`src/inc/ulsl_pkg.sv`:
```
// shared constants for the line status logic of one uart channel
package ulsl_pkg;

   // bit positions inside line_state_flags
   localparam int LSF_RX_READY = 0;
   localparam int LSF_OVERRUN = 1;
   localparam int LSF_PARITY = 2;
   localparam int LSF_FRAMING = 3;
   localparam int LSF_BREAK = 4;
   localparam int LSF_THR_EMPTY = 5;
   localparam int LSF_TX_EMPTY = 6;
   localparam int LSF_FIFO_ERR = 7;

   // receive storage geometry
   localparam int RX_DEPTH = 64;
   localparam int RX_AW = 6;
   localparam int RX_CW = 7;
   localparam logic [6:0] RX_CAP_FIFO = 7'h40;
   localparam logic [6:0] RX_CAP_SINGLE = 7'h01;

   // one stored entry: {break, framing, parity, character}
   localparam int ENT_W = 11;
   localparam int ENT_PARITY = 8;
   localparam int ENT_FRAMING = 9;
   localparam int ENT_BREAK = 10;

   // character stored for a break
   localparam logic [7:0] BREAK_CHAR = 8'h00;

   // reset values and the idle bus value
   localparam logic [5:0] RST_PTR = 6'h00;
   localparam logic [6:0] RST_COUNT = 7'h00;
   localparam logic RST_OVERRUN = 1'b0;
   localparam logic RST_THR_EMPTY = 1'b1;
   localparam logic RST_TX_EMPTY = 1'b1;
   localparam logic [7:0] IDLE_BUS = 8'h00;

endpackage : ulsl_pkg

```
`src/ulsl_line_state.sv`:
```
`timescale 1ns/100ps
module ulsl_line_state
   import ulsl_pkg::*;
(
   input wire logic clk_i,
   input wire logic rst_n_i,
   input wire logic fifo_en_i,
   input wire logic rx_fifo_reset_i,
   input wire logic rx_push_i,
   input wire logic [7:0] rx_char_i,
   input wire logic rx_break_i,
   input wire logic rx_framing_i,
   input wire logic rx_parity_i,
   input wire logic tx_holding_empty_i,
   input wire logic tx_shift_empty_i,
   input wire logic lsr_rd_i,
   input wire logic rhr_rd_i,
   output logic [7:0] host_data_bus_o,
   output logic rx_full_o,
   output logic [6:0] rx_level_o
);

   // the three error tags of an entry, break first
   function automatic logic [2:0] ent_tags(input logic [ENT_W-1:0] ent);
      ent_tags = {ent[ENT_BREAK], ent[ENT_FRAMING], ent[ENT_PARITY]};
   endfunction : ent_tags

   // true when an entry carries any of the three error tags
   function automatic logic tag_any(input logic [ENT_W-1:0] ent);
      tag_any = |ent_tags(ent);
   endfunction : tag_any

   // receive storage; no reset, every read is gated by the level
   logic [ENT_W-1:0] rx_mem [RX_DEPTH];

   logic [RX_AW-1:0] wr_ptr_q;
   logic [RX_AW-1:0] wr_ptr_d;
   logic [RX_AW-1:0] rd_ptr_q;
   logic [RX_AW-1:0] rd_ptr_d;
   logic [RX_CW-1:0] level_q;
   logic [RX_CW-1:0] level_d;
   logic [RX_CW-1:0] err_cnt_q;
   logic [RX_CW-1:0] err_cnt_d;
   logic overrun_q;
   logic overrun_d;
   logic thr_empty_q;
   logic thr_empty_d;
   logic tx_empty_q;
   logic tx_empty_d;

   logic [RX_CW-1:0] capacity;
   logic rx_empty;
   logic rx_full;
   logic pop;
   logic push;
   logic overrun_set;
   logic [ENT_W-1:0] head;
   logic [ENT_W-1:0] new_ent;
   logic [2:0] head_tags;
   logic [7:0] status;

   // storage occupancy and head entry
   always_comb
   begin
      // with the fifo off, one character fills the storage
      capacity = fifo_en_i ? RX_CAP_FIFO : RX_CAP_SINGLE;
      rx_empty = (level_q == RST_COUNT);
      rx_full = (level_q >= capacity);
      head = rx_mem[rd_ptr_q];
   end

   // the two access strobes
   always_comb
   begin
      // data read pops
      // a status read in the same cycle wins the bus, so no pop then
      pop = rhr_rd_i & ~lsr_rd_i & ~rx_empty;
      // a pop in the same cycle frees the slot the push needs
      push = rx_push_i & (~rx_full | pop);
      overrun_set = rx_push_i & rx_full & ~pop;
   end

   // entry built from the receiver strobe
   always_comb
   begin
      new_ent = '0;
      new_ent[ENT_PARITY] = rx_parity_i;
      new_ent[ENT_FRAMING] = rx_framing_i;
      new_ent[ENT_BREAK] = rx_break_i;
      new_ent[7:0] = rx_break_i ? BREAK_CHAR : rx_char_i;
   end

   // next pointer and level
   always_comb
   begin
      wr_ptr_d = wr_ptr_q;
      rd_ptr_d = rd_ptr_q;
      level_d = level_q;
      if (rx_fifo_reset_i)
      begin
         // flush drops every entry; the words themselves stay stale
         wr_ptr_d = RST_PTR;
         rd_ptr_d = RST_PTR;
         level_d = RST_COUNT;
      end
      else
      begin
         if (push)
         begin
            wr_ptr_d = wr_ptr_q + 6'h01;
         end
         if (pop)
         begin
            rd_ptr_d = rd_ptr_q + 6'h01;
         end
         case ({push, pop})
            2'b10: level_d = level_q + 7'h01;
            2'b01: level_d = level_q - 7'h01;
            default: level_d = level_q;
         endcase
      end
   end

   // next tagged entry count
   always_comb
   begin
      if (rx_fifo_reset_i)
      begin
         // flush drops every error tag with its entry
         err_cnt_d = RST_COUNT;
      end
      else
      begin
         // count tagged entries in storage
         // a count, not a scan, so bit 7 needs no 64-way or tree
         case ({push & tag_any(new_ent), pop & tag_any(head)})
            2'b10: err_cnt_d = err_cnt_q + 7'h01;
            2'b01: err_cnt_d = err_cnt_q - 7'h01;
            default: err_cnt_d = err_cnt_q;
         endcase
      end
   end

   // next overrun flag
   always_comb
   begin
      // status read clears
      // a new overrun in the clearing cycle wins over the clear
      if (overrun_set)
      begin
         overrun_d = 1'b1;
      end
      else if (lsr_rd_i)
      begin
         overrun_d = 1'b0;
      end
      else
      begin
         overrun_d = overrun_q;
      end
   end

   // next transmit state; the bits trail their inputs by one clock
   always_comb
   begin
      thr_empty_d = tx_holding_empty_i;
      tx_empty_d = tx_holding_empty_i & tx_shift_empty_i;
   end

   // pointer and level registers
   always_ff @(posedge clk_i)
   begin
      if (!rst_n_i)
      begin
         wr_ptr_q <= RST_PTR;
         rd_ptr_q <= RST_PTR;
         level_q <= RST_COUNT;
      end
      else
      begin
         wr_ptr_q <= wr_ptr_d;
         rd_ptr_q <= rd_ptr_d;
         level_q <= level_d;
      end
   end

   // tagged entry count register
   always_ff @(posedge clk_i)
   begin
      if (!rst_n_i)
      begin
         err_cnt_q <= RST_COUNT;
      end
      else
      begin
         err_cnt_q <= err_cnt_d;
      end
   end

   // overrun register
   always_ff @(posedge clk_i)
   begin
      if (!rst_n_i)
      begin
         overrun_q <= RST_OVERRUN;
      end
      else
      begin
         overrun_q <= overrun_d;
      end
   end

   // transmit state registers
   always_ff @(posedge clk_i)
   begin
      if (!rst_n_i)
      begin
         thr_empty_q <= RST_THR_EMPTY;
         tx_empty_q <= RST_TX_EMPTY;
      end
      else
      begin
         thr_empty_q <= thr_empty_d;
         tx_empty_q <= tx_empty_d;
      end
   end

   // storage write port
   always_ff @(posedge clk_i)
   begin
      if (push && !rx_fifo_reset_i)
      begin
         rx_mem[wr_ptr_q] <= new_ent;
      end
   end

   // status word assembled at read time
   always_comb
   begin
      // tags straight from head
      // taken from the head entry, so they track each pop at once
      head_tags = rx_empty ? 3'h0 : ent_tags(head);
      status = '0;
      status[LSF_FIFO_ERR] = (err_cnt_q != RST_COUNT);
      status[LSF_TX_EMPTY] = tx_empty_q;
      status[LSF_THR_EMPTY] = thr_empty_q;
      status[LSF_BREAK] = head_tags[2];
      status[LSF_FRAMING] = head_tags[1];
      status[LSF_PARITY] = head_tags[0];
      status[LSF_OVERRUN] = overrun_q;
      status[LSF_RX_READY] = ~rx_empty;
   end

   // read data bus; combinational so the tags never sit in a flop
   always_comb
   begin
      if (lsr_rd_i)
      begin
         host_data_bus_o = status;
      end
      else if (pop)
      begin
         host_data_bus_o = head[7:0];
      end
      else
      begin
         host_data_bus_o = IDLE_BUS;   // idle or read of empty storage
      end
   end

   // occupancy seen by the receiver and flow control
   assign rx_full_o = rx_full;
   assign rx_level_o = level_q;

endmodule : ulsl_line_state

```
`config.mk`:
```
export PLATFORM = sky130hd
export DESIGN_NAME = ulsl_line_state
export DESIGN_NICKNAME = d
export VERILOG_FILES = /design/src/inc/ulsl_pkg.sv /design/src/ulsl_line_state.sv
export SDC_FILE = /design/constraint.sdc
export NUM_CORES = 1
export LEC_CHECK = 0
export ABC_AREA = 0
export BUFFER_PORTS_ARGS = -buffer_cell sky130_fd_sc_hd__buf_4
export CAP_MARGIN = 20
export CORE_AREA = 3 3 234 236
export CTS_CLUSTER_DIAMETER = 150
export DETAILED_ROUTE_END_ITERATION = 8
export DIE_AREA = 0 0 237 239
export PLACE_DENSITY = 0.71
export SLEW_MARGIN = 10
export SYNTH_ARGS = -nofsm -noshare
export SYNTH_HDL_FRONTEND = slang
export SYNTH_SLANG_ARGS = --single-unit
```
`constraint.sdc`:
```
create_clock -name clk_i -period 7.3 [get_ports clk_i]
set_input_delay 0.365 -clock clk_i [delete_from_list [all_inputs] [get_ports clk_i]]
set_output_delay 0.365 -clock clk_i [all_outputs]
set_load 0.005 [all_outputs]
```
==> results.yml <==
layout:
  syn2layout_area_growth_pct: 12.8
  antenna_cells: 0
  utilization_pct: 62.2
  multi_input_area_mm2: 0.00689
  final_cell_mix: "704 x edfxtp_1, 199 x mux4_2, 105 x buf_4, 90 x nor2_1, 73 x clkbuf_16"
  final_common_cell: "edfxtp_1"
  seq_area_mm2: 0.0219
  fillers: 3484
  drive_gt1_share_pct: 27.6
  nets: 1541
  final_area_mm2: 0.0327
synthesis:
  synth.distinct_cells: 57
  syn-instance-count: 1385
  synth_edf_count: 704
  synth_fp_nets: 1422
  synthFlopType: "edfxtp_1"
  yosysSeqAreaShare_pct: 75.2
  netlist_area_mm2: 0.0290
  async_flop_share_pct: 0
  yosys_warnings: 0
  synth_area_per_cell_um2: 21.0
  ys_ff_latch: 739
global_route:
  grt.total_usage_pct: 23.1
  grt_max_degree: 100
  grt.overflow.total: 0
  grt_pass1_wl_um: 95100
  antenna_found_initial: 0
  grt_pass1_vias: 14300
detailed_routing:
  drc: 0
  post_drt_wl_per_cell_um: 28.5
  drt_iter0_markers: 1581
  viasPerCell: 6.30
  drt_wl_total_um: 63900
  firstDrtPassIters: 5
  vias: 14100
  ant_nets: 0
min_path:
  hold_class: "in -> reg"
setup_path:
  critPathKind: "reg -> reg"
  cpMaxStageDelayCell: "buf_4"
  reg2reg_to: "err_cnt_q[6]$_SDFFE_PP0P_"
  path_depth: 17
  crit_path_end: "err_cnt_q[6]$_SDFFE_PP0P_"
  cp_max_fo: 41
  critPathArrivalTime_ps: 5770
  cp-start-kind: "flop"
  path_buf_inv: 2
  reg2reg_depth: 17
  worstPathCellList: "buf_4, mux2i_1, a22oi_1, mux2i_1, o311ai_0, o31ai_1, a31oi_1, ha_1, inv_1, fa_1, nor2b_1, o21ai_0, a21oi_1, o21ai_0, and3_1, or4_1, a21oi_1"
  path_delay_family: "compound AO/OA/AOI/OAI gates"
  cp-end-kind: "flop"
  reg2reg_slack_ps: 2060
  worstPathRequired_ps: 7830
  cp_slowest_stage_delay_ps: 650
sta:
  skew_ps: 17.4
  setup_slack_ps: 2060
  finalSetupTns_ps: 0
  rsz0062_at_grt: "false"
  slew_headroom_pct: 29.6
  finalMaxSlewViolations: 0
  setup_viol: 0
  hold_viol: 0
  worst_slew_pin_slew_ps: 1050
  fin_crit_ps: 5240
  fin_crit_sh_pct: 71.8
  fmax_ghz: 0.191
pwr:
  p_sw_mw: 1.57
  irDropWorstVdd_v: 0.000157
  pwr-share-comb_pct: 2.2
  p_seq_share_pct: 56.6
  p_total_mw: 8.21
  swShare_pct: 19.2
  power.density_mw_per_mm2: 251
  power.internal_mw: 6.64
  leakagePower_nw: 10.2
  p_clk_share_pct: 41.2
clock_network:
  postCtsSetupBuffers: 0
  cts_tree: "done"
  clk_pin_slew_worst_paths_ps: 60
  ctsHtreeMaxLevel: 3
  cts_buffer_depth: 3
  clockRootBuffer: "clkbuf_16"
  clock_sink_count: 739
  insertion_delay_ps: 590
  numCtsBuffers: 69
floorplanning:
  rows: 84
  initial_core_util_pct: 55.1
  dieArea_mm2: 0.0566
  core_area_mm2: 0.0527
  die_h_um: 239
  die_width_um: 237
  boundaryPins: 36
placed_design:
  place_ws_ps: 2120
  gp_congestion: 0.843
  dpl-instance-area_mm2: 0.0305
  place_hpwl_um: 37400
  place.port_buffers: 35
flow_run:
  cap_violations: 0
outcome:
  status: "completed"
-- per-stage QoR --
stage	cells	hold WS (ps)
after floorplan	1385	427
after global placement	2102	473
final	2241	58.1
after detailed placement	2109	476
after global routing	2241	52.6
after CTS	2233	22.4
-- worst min-delay path by stage --
| stage | startpoint | end | slack [ps] | cells after the start |
|---|---|---|---|---|
| floorplan | rst_n_i | tx_empty_q$_SDFF_PN1_ | 430 | 1 |
| global placement | err_cnt_q[4]$_SDFFE_PP0P_ | err_cnt_q[4]$_SDFFE_PP0P_ | 470 | 2 |
| detailed placement | err_cnt_q[6]$_SDFFE_PP0P_ | err_cnt_q[6]$_SDFFE_PP0P_ | 480 | 2 |
| CTS | rst_n_i | overrun_q$_SDFFE_PN0P_ | 20 | 2 |
| global route | rst_n_i | overrun_q$_SDFFE_PN0P_ | 50 | 2 |
| finish | rst_n_i | overrun_q$_SDFFE_PN0P_ | 60 | 2 |
-- per-layer routing --
layer	up-vias	GRT usage, %	wire length, µm	part of all wire, %
li1	5960	-	-	-
met1	7329	33.2	25500	40
met2	718	35.5	30300	47
met3	101	5.40	6110	9.6
met4	2	8.28	1820	2.8
met5	-	0.842	62	0.097
-- cell type report --
type                       instances  share of cell area [%]
sequential                       739                    66.8
inverter                          17                   0.195
timing repair buffer             118                    2.94
tap                              688                    2.63
multi-input combinational        559                    21.0
clock buffer                      99                    6.00
clock inverter                    21                   0.428
-- power groups by stage --
stage	logic [mW]	clock network (mW)	registers [mW]
finish	0.182	3.38	4.65
global route	0.199	3.62	4.65
CTS	0.181	3.44	4.65
detailed placement	0.179	0	4.74
global placement	0.172	0	4.74
floorplan	0.0932	0	4.74
-- cells by family after synthesis --
logic type | Yosys count | synth area share, %
AO/OA/AOI/OAI | 80 | 1.90
XOR/XNOR | 19 | 0.573
adder cells (fa/ha/maj) | 17 | 0.784
buffers and inverters | 87 | 1.26
flip-flops | 739 | 75.2
multiplexers | 241 | 16.9
AND/OR/NAND/NOR | 202 | 3.35
-- worst reg2reg max path: cells and delay by family, from the launching register on --
| family | cells | cell delay (ps) |
|---|---|---|
| simple gates | 3 | 770 |
| fa+ha+maj | 2 | 720 |
| buf+inv | 2 | 790 |
| compound gates | 8 | 1970 |
| mux | 2 | 330 |
| flops | 1 | 610 |
-- flip-flops by register name, indices dropped and copies added (netlist names), named ones only --
signal,cells
thr_empty_q,1
overrun_q,1
wr_ptr_q,6
tx_empty_q,1
err_cnt_q,7
rx_mem,704
rx_level_o,7
rd_ptr_q,6
-- repair_timing --
item                                    4_1_cts  5_1_grt
gates resized for setup                       0        0
hold endpoints to repair                      2        0
endpoints found under the setup margin        0        0
hold buffers                                  4        0
-- Yosys cell counts (all sizes together), types with 2 or more instances --
library cell	n	area, µm²
dfxtp	35	701
nand2b	5	31.3
nor2	91	342
o211ai	2	15.0
nand3b	5	37.5
and2	2	12.5
a21oi	22	121
or2	2	12.5
xnor2	12	105
o21ai	9	48.8
nor2b	20	125
clkbuf	28	105
a211oi	2	15.0
or4	5	41.3
o21bai	2	15.0
o31ai	3	22.5
or3	3	18.8
mux4	199	4480
inv	17	63.8
a31oi	5	31.3
a22oi	11	82.6
o22ai	2	12.5
a221oi	3	26.3
fa	2	40.0
mux2i	37	370
nand3	10	50.1
o221ai	4	35.0
nand2	38	143
o311ai	2	17.5
xor2	7	61.3
nand4	5	31.3
a2111oi	3	26.3
edfxtp	704	21100
nor3b	2	25.0
mux2	5	56.3
and3	2	12.5
buf	42	196
nor3	7	45.0
a21o	4	30.0
ha	15	188
Power figures use the tool's default switching activity.
